==> config.mk <==
export PLATFORM = sky130hd
export DESIGN_NAME = osfsr_core
export DESIGN_NICKNAME = d
export VERILOG_FILES = /design/src/hw/osfsr_pkg.sv /design/src/hw/osfsr_chan_if.sv /design/src/hw/osfsr_core.sv /design/src/hw/osfsr_chan.sv
export SDC_FILE = /design/constraint.sdc
export NUM_CORES = 1
export LEC_CHECK = 0
export BUFFER_PORTS_ARGS = -buffer_cell sky130_fd_sc_hd__clkbuf_2
export CORE_ASPECT_RATIO = 0.8
export CORE_MARGIN = 8
export CORE_UTILIZATION = 40
export DETAILED_ROUTE_END_ITERATION = 10
export GPL_TIMING_DRIVEN = 0
export PLACE_DENSITY = 0.66
export REMOVE_ABC_BUFFERS = 1
export SKIP_CTS_REPAIR_TIMING = 1
export SLEW_MARGIN = 20
export SYNTH_ARGS = -nofsm -noshare
export SYNTH_HDL_FRONTEND = slang
export SYNTH_SLANG_ARGS = --single-unit
==> constraint.sdc <==
create_clock -name clk_sys -period 2.3 [get_ports clk_sys]
set_input_delay 0.46 -clock clk_sys [delete_from_list [all_inputs] [get_ports clk_sys]]
set_output_delay 0.46 -clock clk_sys [all_outputs]
set_load 0.01 [all_outputs]
==> src/hw/osfsr_pkg.sv <==
// Package of constants and types for the output status, fault and service request block.
// Assumes one clock domain and at most four output channels.
package osfsr_pkg;

  // ==========================================================================
  // Sizes
  localparam int OSFSR_MAX_OUT = 4;
  localparam int OSFSR_W = 8;
  localparam int OSFSR_CHAN_W = 2;

  // ==========================================================================
  // Per-output status layout, shared by live, cumulative, mask and fault
  localparam int BIT_CONSTANT_VOLTAGE = 0;
  localparam int BIT_POSITIVE_LIMIT = 1;
  localparam int BIT_NEGATIVE_LIMIT = 2;
  localparam int BIT_OVERVOLTAGE_TRIP = 3;
  localparam int BIT_OVERTEMP_TRIP = 4;
  localparam int BIT_UNREGULATED = 5;
  localparam int BIT_OVERCURRENT_TRIP = 6;
  localparam int BIT_COUPLED_PARAM = 7;
  // Bits that a reprogramming command may force into the fault register
  localparam logic [7:0] REPROG_FAULT_BITS = 8'h27;

  // ==========================================================================
  // Poll summary status layout
  localparam int POLL_FAULT_LSB = 0;
  localparam int POLL_READY = 4;
  localparam int POLL_ERROR = 5;
  localparam int POLL_REQUEST = 6;
  localparam int POLL_POWER_ON = 7;

  // ==========================================================================
  // Service request enable setting and reset values
  localparam int SRQ_EN_FAULT = 0;
  localparam int SRQ_EN_ERROR = 1;
  localparam logic [1:0] SRQ_EN_RESET = 2'h0;
  localparam logic [7:0] REG8_RESET = 8'h00;
  // Cycles after reset release before the stored power-on enable is taken
  localparam logic [1:0] PON_LOAD_CYCLES = 2'h2;

  // ==========================================================================
  // Command port operations
  typedef enum logic [3:0] {
    OP_LIVE_STATUS_QUERY,
    OP_CUMULATIVE_STATUS_QUERY,
    OP_MASK_WRITE,
    OP_MASK_QUERY,
    OP_FAULT_QUERY,
    OP_SRQ_ENABLE_WRITE,
    OP_SRQ_ENABLE_QUERY,
    OP_PON_ENABLE_WRITE,
    OP_PON_ENABLE_QUERY,
    OP_ERROR_QUERY,
    OP_DEVICE_CLEAR,
    OP_SERIAL_POLL,
    OP_REPROGRAM
  } osfsr_op_t;

endpackage : osfsr_pkg

==> src/hw/osfsr_chan_if.sv <==
// Interface between the core and one output channel unit.
// Strobes are one-cycle pulses on clk_sys; the unit's outputs are registers.
`timescale 1ns/100ps
`default_nettype none
interface osfsr_chan_if;
  logic [7:0] live_raw;
  logic rd_cum;
  logic rd_fault;
  logic wr_mask;
  logic [7:0] mask_data;
  logic reprog;
  logic clr;
  logic [7:0] live;
  logic [7:0] cum;
  logic [7:0] mask;
  logic [7:0] fault;
  modport unit (
    input live_raw, rd_cum, rd_fault, wr_mask, mask_data, reprog, clr,
    output live, cum, mask, fault
  );
  modport ctrl (
    output live_raw, rd_cum, rd_fault, wr_mask, mask_data, reprog, clr,
    input live, cum, mask, fault
  );
endinterface : osfsr_chan_if
`default_nettype wire

==> src/hw/osfsr_core.sv <==
// Status reporting core: per-output status units, poll summary and service request.
// Commands arrive already parsed on clk_sys; status, dropout and stored
// power-on enable are pins and are synchronised before use.
//
// Contract
// - Cumulative status ORs in every live status bit seen since last read.
// - Reading cumulative status returns it, then reloads it with live status.
// - All per-output registers share one 8-bit status bit layout.
// - Mask written only by controller; live status not writable.
// - Fault bit sets when live bit rises while mask bit is one.
// - Unmasking a bit already live sets its fault bit.
// - Fault register clears on read and stays clear until a change.
// - Reprogramming commands set applicable regulation fault bits anew.
// - Fault bits stay set after cause goes, until read.
// - Poll bits 0 to 3 are per-output fault summaries.
// - Summaries of outputs absent in smaller builds read zero.
// - Poll bit 4 ready: set when processing done, clear while busy.
// - Poll bit 5 error: set on error, cleared by error query; lamp follows.
// - Poll bit 6 request: set on service request, cleared by serial poll.
// - Poll bit 7 power-on: set at power-up, cleared by device clear.
// - Enabled request sets request flag, service lamp and bus request line.
// - Two-bit request enable: 0 none, 1 faults, 2 errors, 3 both; readable.
// - Faults request only at enable 1 or 3; errors at 2 or 3.
// - Power-up sets power-on flag; requests only if power-on enable set.
// - Line dropout acts exactly like power-up; code sets power-on flag, requests per current enable, no enable reload.
// - Power-on enable kept non-volatile, restored at power-up, readable.
// - Serial poll clears request flag but leaves fault registers alone.
`timescale 1ns/100ps
`default_nettype none
module osfsr_core
  import osfsr_pkg::*;
#(
  parameter int NUM_OUT = 4
) (
  input wire logic clk_sys,
  input wire logic rst,
  input wire logic [NUM_OUT*OSFSR_W-1:0] live_status_pins,
  input wire logic dropout_pin,
  input wire logic nv_pon_pin,
  input wire logic busy,
  input wire logic error_event,
  input wire logic cmd_valid,
  input wire osfsr_op_t cmd_op,
  input wire logic [OSFSR_CHAN_W-1:0] cmd_chan,
  input wire logic [7:0] cmd_data,
  output logic resp_valid,
  output logic [7:0] resp_data,
  output logic srq_out,
  output logic srq_lamp,
  output logic err_lamp,
  output logic nv_pon_store,
  output logic [7:0] poll_byte
);

  // ==========================================================================
  // Decoding
  function automatic logic chan_hit(input osfsr_op_t op, input osfsr_op_t want,
                                    input logic [OSFSR_CHAN_W-1:0] chan, input int idx);
    chan_hit = (op == want) && (int'(chan) == idx);
  endfunction : chan_hit

  // ==========================================================================
  // Channel units
  logic [7:0] live_arr [OSFSR_MAX_OUT];
  logic [7:0] cum_arr [OSFSR_MAX_OUT];
  logic [7:0] mask_arr [OSFSR_MAX_OUT];
  logic [7:0] fault_arr [OSFSR_MAX_OUT];
  logic [OSFSR_MAX_OUT-1:0] fault_summary;
  logic do_clear;
  logic do_reprog;

  assign do_clear = cmd_valid && (cmd_op == OP_DEVICE_CLEAR);
  assign do_reprog = cmd_valid && (cmd_op == OP_REPROGRAM);

  // ==========================================================================
  // Command strobes
  // Core operations are decoded once here; channel read and mask-write strobes are decoded again per output
  logic do_live_q;
  logic do_cum_q;
  logic do_mask_q;
  logic do_fault_q;
  logic do_srq_wr;
  logic do_srq_q;
  logic do_pon_wr;
  logic do_pon_q;
  logic do_err_q;
  logic do_poll;

  assign do_live_q = cmd_valid && (cmd_op == OP_LIVE_STATUS_QUERY);
  assign do_cum_q = cmd_valid && (cmd_op == OP_CUMULATIVE_STATUS_QUERY);
  assign do_mask_q = cmd_valid && (cmd_op == OP_MASK_QUERY);
  assign do_fault_q = cmd_valid && (cmd_op == OP_FAULT_QUERY);
  assign do_srq_wr = cmd_valid && (cmd_op == OP_SRQ_ENABLE_WRITE);
  assign do_srq_q = cmd_valid && (cmd_op == OP_SRQ_ENABLE_QUERY);
  assign do_pon_wr = cmd_valid && (cmd_op == OP_PON_ENABLE_WRITE);
  assign do_pon_q = cmd_valid && (cmd_op == OP_PON_ENABLE_QUERY);
  assign do_err_q = cmd_valid && (cmd_op == OP_ERROR_QUERY);
  assign do_poll = cmd_valid && (cmd_op == OP_SERIAL_POLL);

  genvar gi;
  generate
    for (gi = 0; gi < OSFSR_MAX_OUT; gi++) begin : g_out
      if (gi < NUM_OUT) begin : g_present
        osfsr_chan_if ch_if ();
        assign ch_if.live_raw = live_status_pins[gi*OSFSR_W +: OSFSR_W];
        assign ch_if.rd_cum = cmd_valid && chan_hit(cmd_op, OP_CUMULATIVE_STATUS_QUERY,
                                                    cmd_chan, gi);
        assign ch_if.rd_fault = cmd_valid && chan_hit(cmd_op, OP_FAULT_QUERY, cmd_chan, gi);
        assign ch_if.wr_mask = cmd_valid && chan_hit(cmd_op, OP_MASK_WRITE, cmd_chan, gi);
        assign ch_if.reprog = do_reprog && (int'(cmd_chan) == gi);
        assign ch_if.mask_data = cmd_data;
        assign ch_if.clr = do_clear;
        osfsr_chan u_chan (
          .clk_sys(clk_sys),
          .rst(rst),
          .ch(ch_if.unit)
        );
        assign live_arr[gi] = ch_if.live;
        assign cum_arr[gi] = ch_if.cum;
        assign mask_arr[gi] = ch_if.mask;
        assign fault_arr[gi] = ch_if.fault;
      end else begin : g_absent
        // Missing outputs read as all zero
        assign live_arr[gi] = 8'h00;
        assign cum_arr[gi] = 8'h00;
        assign mask_arr[gi] = 8'h00;
        assign fault_arr[gi] = 8'h00;
      end
      // Plain OR, so the summary drops with the last fault bit of its output
      assign fault_summary[gi] = |fault_arr[gi];
    end
  endgenerate

  // ==========================================================================
  // State
  typedef struct packed {
    logic drop_sync1;
    logic drop_sync2;
    logic drop_prev;
    logic nv_sync1;
    logic nv_sync2;
    logic [1:0] boot_cnt;
    logic booted;
    logic pon_en;
    logic [1:0] srq_en;
    logic err;
    logic request_service_flag;
    logic power_on_flag;
    logic ready;
    logic cond_prev;
    logic resp_valid;
    logic [7:0] resp_data;
    logic [7:0] poll;
  } osfsr_core_st_t;

  osfsr_core_st_t st_reg;
  osfsr_core_st_t st_next;
  logic pon_event;
  logic srq_cond;
  logic srq_event;
  logic boot_load;
  logic drop_edge;
  logic fault_req;
  logic err_req;
  logic chan_ok;
  logic [7:0] poll_now;

  // ==========================================================================
  // Next state
  always_comb begin
    st_next = st_reg;
    pon_event = 1'b0;
    chan_ok = int'(cmd_chan) < NUM_OUT;
    // Pins pass two flip-flops before any other logic looks at them
    st_next.drop_sync1 = dropout_pin;
    st_next.drop_sync2 = st_reg.drop_sync1;
    st_next.drop_prev = st_reg.drop_sync2;
    st_next.nv_sync1 = nv_pon_pin;
    st_next.nv_sync2 = st_reg.nv_sync1;
    // Ready is registered from busy, so it lags processing by one cycle
    st_next.ready = ~busy;
    st_next.resp_valid = 1'b0;

    // Power events: the boot load, or a dropout edge once booted
    boot_load = !st_reg.booted && (st_reg.boot_cnt == PON_LOAD_CYCLES);
    drop_edge = st_reg.booted && st_reg.drop_sync2 && !st_reg.drop_prev;

    // Stored enable is taken once the synchroniser has settled after reset
    if (!st_reg.booted) begin
      if (st_reg.boot_cnt == PON_LOAD_CYCLES) begin
        st_next.booted = 1'b1;
        st_next.pon_en = st_reg.nv_sync2;
        pon_event = st_reg.nv_sync2;
      end else begin
        st_next.boot_cnt = st_reg.boot_cnt + 2'h1;
      end
    end
    // A dropout edge is a power event that requests per the current power-on enable, with no reload from the stored pin
    if (drop_edge) begin
      pon_event = st_reg.pon_en;
    end

    // Power-on flag: device clear loses to a same-cycle power event
    if (do_clear) begin
      st_next.power_on_flag = 1'b0;
      st_next.srq_en = SRQ_EN_RESET;
    end
    if (boot_load || drop_edge) begin
      st_next.power_on_flag = 1'b1;
    end

    // Error flag: query clears, a new error in the same cycle wins
    if (do_err_q) begin
      st_next.err = 1'b0;
    end
    if (error_event) begin
      st_next.err = 1'b1;
    end

    // Settings; a write and a device clear never share an edge, one op per command
    if (do_srq_wr) begin
      st_next.srq_en = cmd_data[1:0];
    end
    if (do_pon_wr) begin
      st_next.pon_en = cmd_data[0];
    end

    // Request on the rising edge of the enabled condition, so a poll is not
    // immediately undone by a fault that is still standing
    fault_req = st_reg.srq_en[SRQ_EN_FAULT] && (|fault_summary);
    err_req = st_reg.srq_en[SRQ_EN_ERROR] && st_reg.err;
    srq_cond = fault_req || err_req;
    st_next.cond_prev = srq_cond;
    srq_event = (srq_cond && !st_reg.cond_prev) || pon_event;
    if (do_poll) begin
      st_next.request_service_flag = 1'b0;
    end
    if (srq_event) begin
      st_next.request_service_flag = 1'b1;
    end

    // Poll answer is taken before this edge clears the request flag
    poll_now = {st_reg.power_on_flag, st_reg.request_service_flag, st_reg.err, st_reg.ready, fault_summary};
    st_next.poll = {st_next.power_on_flag, st_next.request_service_flag, st_next.err, st_next.ready, fault_summary};

    // Query answers, one cycle after the command
    if (cmd_valid) begin
      st_next.resp_data = 8'h00;
      // Channels outside the build answer zero rather than a stale neighbour
      if (do_live_q) begin
        st_next.resp_valid = 1'b1;
        st_next.resp_data = chan_ok ? live_arr[cmd_chan] : 8'h00;
      end else if (do_cum_q) begin
        st_next.resp_valid = 1'b1;
        st_next.resp_data = chan_ok ? cum_arr[cmd_chan] : 8'h00;
      end else if (do_mask_q) begin
        st_next.resp_valid = 1'b1;
        st_next.resp_data = chan_ok ? mask_arr[cmd_chan] : 8'h00;
      end else if (do_fault_q) begin
        st_next.resp_valid = 1'b1;
        st_next.resp_data = chan_ok ? fault_arr[cmd_chan] : 8'h00;
      end else if (do_srq_q) begin
        st_next.resp_valid = 1'b1;
        st_next.resp_data = {6'h00, st_reg.srq_en};
      end else if (do_pon_q) begin
        st_next.resp_valid = 1'b1;
        st_next.resp_data = {7'h00, st_reg.pon_en};
      end else if (do_err_q) begin
        // Error code table lives elsewhere; only the flag is returned here
        st_next.resp_valid = 1'b1;
        st_next.resp_data = {7'h00, st_reg.err};
      end else if (do_poll) begin
        st_next.resp_valid = 1'b1;
        st_next.resp_data = poll_now;
      end
    end
  end

  always_ff @(posedge clk_sys) begin
    if (rst) begin
      st_reg <= '0;
    end else begin
      st_reg <= st_next;
    end
  end

  // ==========================================================================
  // Outputs, all straight from flip-flops
  assign resp_valid = st_reg.resp_valid;
  assign resp_data = st_reg.resp_data;
  // Lamp and bus line share one flop, so they can never disagree
  assign srq_out = st_reg.request_service_flag;
  assign srq_lamp = st_reg.request_service_flag;
  assign err_lamp = st_reg.err;
  assign nv_pon_store = st_reg.pon_en;
  assign poll_byte = st_reg.poll;

endmodule : osfsr_core
`default_nettype wire

==> src/hw/osfsr_chan.sv <==
// One output channel: synchronised live status, cumulative status, mask and fault.
// Live status comes from analog pins and is synchronised here; strobes are on clk_sys.
`timescale 1ns/100ps
`default_nettype none
module osfsr_chan
  import osfsr_pkg::*;
(
  input wire logic clk_sys,
  input wire logic rst,
  osfsr_chan_if.unit ch
);

  // ==========================================================================
  // State
  typedef struct packed {
    logic [7:0] sync1;
    logic [7:0] live;
    logic [7:0] live_prev;
    logic [7:0] cum;
    logic [7:0] mask;
    logic [7:0] fault;
  } osfsr_chan_st_t;

  osfsr_chan_st_t st_reg;
  osfsr_chan_st_t st_next;
  logic [7:0] rise;
  logic [7:0] unmask_rise;

  // ==========================================================================
  // Next state
  always_comb begin
    st_next = st_reg;
    st_next.sync1 = ch.live_raw;
    st_next.live = st_reg.sync1;
    st_next.live_prev = st_reg.live;
    rise = st_reg.live & ~st_reg.live_prev;
    unmask_rise = 8'h00;
    // Sticky accumulation; a read reloads from live status
    if (ch.rd_cum) begin
      st_next.cum = st_reg.live;
    end else begin
      st_next.cum = st_reg.cum | st_reg.live;
    end
    // Mask changes only from the command port
    if (ch.clr) begin
      st_next.mask = REG8_RESET;
    end else if (ch.wr_mask) begin
      st_next.mask = ch.mask_data;
      unmask_rise = ch.mask_data & ~st_reg.mask;
    end
    // Read clears, but a new cause in the same cycle survives the clear
    if (ch.rd_fault || ch.clr) begin
      st_next.fault = REG8_RESET;
    end
    st_next.fault = st_next.fault | (rise & st_reg.mask);
    st_next.fault = st_next.fault | (unmask_rise & st_reg.live);
    if (ch.reprog) begin
      st_next.fault = st_next.fault | (REPROG_FAULT_BITS & st_reg.live & st_reg.mask);
    end
  end

  always_ff @(posedge clk_sys) begin
    if (rst) begin
      st_reg <= '0;
    end else begin
      st_reg <= st_next;
    end
  end

  assign ch.live = st_reg.live;
  assign ch.cum = st_reg.cum;
  assign ch.mask = st_reg.mask;
  assign ch.fault = st_reg.fault;

endmodule : osfsr_chan
`default_nettype wire

==> summary.txt <==
Run status
  – Status: finished clean

Synthesis
  – Top post-synthesis cells by count: dfxtp_1 (221), nor2b_1 (110), a21oi_1 (38)
  – Post-synthesis xor/xnor area fraction: 0.102%
  – Synth Cell Area: 0.00858 sq mm
  – Flops & latches, synth: 221
  – Adder-Cell Fraction of Synth Area: less than 1%
  – Largest family of logic cells by synthesized area: simple AND/OR/NAND/NOR gates
  – Compound-Gate Fraction of Synth Area: between 10% and 20%
  – Sequential cell area fraction in the yosys report: 51.5%
  – Async set-or-reset flop fraction in the synthesized netlist: 0%
  – Most common flop cell mapped by yosys: dfxtp_1
  – Ranking of synthesized cells by area: dfxtp_1 (52%), mux4_2 (8.1%), nor2b_1 (8.0%)
  – Post-synth top area share: 51.5%
  – Simple-gate portion of the synthesized area: 16.5%
  – Multiplexer share of the synthesized area: 11.9%
  – Syn Area/Cell: 10.9 sq um
  – Count leader, synth: dfxtp_1
  – Post-Synthesis Cells: around 800
  – Ys Warns: 0
  – Yosys top cell by area: dfxtp_1
  – Yosys cell types: 55
  – Number of synthesized flops with an enable pin: 0

Global routing
  – Tot GR Track Use: 16.9%
  – Largest net degree at the start of global routing: 73
  – Initial antenna violation count: 0
  – Vias in the first global route: 5859
  – GRT overflow: 0
  – First-pass GRT wire length: 35300 microns

Place
  – IO Port Bufs: 73
  – Gpl congestion: 0.883
  – Placed Area: ~0.009 sq mm
  – Hpwl dp: around 15000 microns

Die
  – Core Rows: 48
  – Height of the die: around 150 microns
  – Core area: 0.0213 sq mm
  – Starting density of the core: 40.3%
  – Die area: 0.0264 sq mm
  – Chip Width: 180 microns
  – Ports: 74

Drt
  – Post-route antenna net violation count: 0
  – Vias: 6258
  – Iteration-0 DRC count of the detailed router: 766
  – Routed length per instance: roughly 21 microns
  – TritonRoute pass-1 iters: 5
  – Drt via density: approximately 5.7
  – Final wirelength: 23000 microns
  – Drt drc: 0

Worst setup path
  – CP Launch Type: input pin
  – Req. time, crit path: 2.69 ns
  – Element type at the critical path end: flop
  – CP Data Arrival Time: roughly 2.5 ns
  – CP Max Fanout: 24
  – Crit Path Class: in2reg

CTS
  – CTS tree: done
  – CTS Root Cell: clkbuf_16
  – Clock-pin slew of the registers on the worst-case setup and hold paths: about 0.070 ns
  – CTS sink cnt: 221
  – H-tree levels: 1
  – CTS max path bufs: 3
  – TritonCTS buffer count: 23
  – Worst-Skew Late Latency: 0.52 ns

STA
  – Fin crit share: 92.1%
  – Fin crit period: 2.12 ns
  – Fmax: 472 MHz
  – Final setup fails: 0
  – RSZ-0062 raised after global routing: no
  – Tightest Pin Transition: 0.852 ns
  – Hold Violations, Final: 0
  – Final hold slack: 0.0969 ns
  – Total Negative Setup Slacks: 0 ns
  – Final max-slew violation count: 0
  – Slew HR: 42.7%
  – Clock skew: 0.00922 ns

Power
  – Clock Power Share: 46.9%
  – Seq pwr share: 46.0%
  – NetSw: 2.01 mW
  – P_int: 6.77 mW
  – Gate power share: 7.0%
  – Total power divided by cell area: ~900 mW/mm^2
  – LEAKAGE: around 4.1 nW
  – Sw frac: between 20% and 30%
  – Worst VDD drop: 582 uV

Finish
  – Design area: just under 0.01 sq mm
  – Nets: 871
  – Antenna Cells: 0
  – Fraction of layout cells with a size suffix above 1: between 20% and 30%
  – Area grow syn2layout: 15.3%

Worst hold path
  – Hold crit path type: in2reg

Job
  – Max-cap violations: 0
-- worst paths after layout --
path	from	cells after the start	slack (ns)	end
setup / recovery	cmd_valid	5	0.18	g_out[2].g_present.u_chan.ch.mask[5]
setup reg to reg	g_out[1].g_present.u_chan.ch.fault[6]	4	0.35	poll_byte[6]
hold / removal	busy	2	0.1	poll_byte[4]
hold reg to reg	g_out[2].g_present.u_chan.st_next[39]	1	0.43	g_out[2].g_present.u_chan.ch.live[7]
-- worst max-delay path, cell delays in order --
cell	delay [ns]
clkbuf_2	0.47
nor2b_4	0.60
nand3_1	0.59
mux2i_1	0.32
nor2_1	0.05
-- layer usage --
| metal | track usage (%) | vias up | wire length, microns |
|---|---|---|---|
| met1 | 24.6 | 2988 | 10700 |
| li1 | - | 2931 | - |
| met5 | 0 | - | 0 |
| met2 | 24.0 | 288 | 9390 |
| met4 | 4.87 | 0 | 625 |
| met3 | 4.42 | 51 | 2240 |
-- placed cells by master, fill, tap and decap left out, drive strengths merged, types with 2 or more instances in the layout --
| cell type | n |
|---|---|
| dfxtp | 221 |
| nor2b | 110 |
| clkbuf | 99 |
| a21oi | 42 |
| a21o | 37 |
| nand2 | 33 |
| mux2i | 32 |
| mux4 | 31 |
| nor2 | 31 |
| a22o | 29 |
| nand4 | 17 |
| a31oi | 16 |
| a41oi | 13 |
| nand3 | 11 |
| a211oi | 9 |
| nor4 | 8 |
| nand3b | 7 |
| inv | 7 |
| o21ai | 6 |
| o32ai | 6 |
| bufinv | 6 |
| and3 | 5 |
| clkinv | 5 |
| nand2b | 4 |
| buf | 4 |
| and4b | 3 |
| o31ai | 3 |
| a311oi | 3 |
| o22ai | 3 |
| a32oi | 3 |
| a221oi | 3 |
| a32o | 3 |
| and3b | 2 |
| or2 | 2 |
| nor4b | 2 |
| nor3 | 2 |
-- stage by stage --
step           setup WS [ns]  power (mW)  std cells  util (%)
2_1_floorplan         -0.300        4.42        715         -
3_3_place_gp           -2.37        4.70       1063      41.9
3_5_place_dp          -0.894        4.73       1067      42.4
4_1_cts               -0.393        8.81       1107      46.3
5_1_grt                0.113        9.06       1107      46.4
6_report               0.181        8.77       1107      46.4
-- layout make-up --
class | count | area, sq um
Fill cell | 1968 | 11400
Sequential cell | 221 | 4420
Multi-Input combinational cell | 489 | 3830
Clock buffer | 26 | 597
Timing Repair Buffer | 77 | 457
Tap cell | 275 | 344
Clock inverter | 14 | 234
Inverter | 5 | 18.8
-- power groups by stage --
stage | logic [mW] | registers (mW) | clock network [mW]
2_1_floorplan | 0.306 | 4.11 | 0
3_3_place_gp | 0.583 | 4.12 | 0
3_5_place_dp | 0.608 | 4.12 | 0
4_1_cts | 0.611 | 4.04 | 4.16
5_1_grt | 0.667 | 4.05 | 4.34
6_report | 0.616 | 4.04 | 4.12
-- cells by family (layout without fill, tap and decap cells) --
family / after synthesis / after routing
adder cells (fa/ha/maj): 1 / 1
flip-flops: 221 / 221
AND/OR/NAND/NOR: 243 / 243
AO/OA/AOI/OAI: 181 / 181
buffers and inverters: 76 / 122
multiplexers: 63 / 63
XOR/XNOR: 1 / 1
Power figures use the tool's default switching activity.
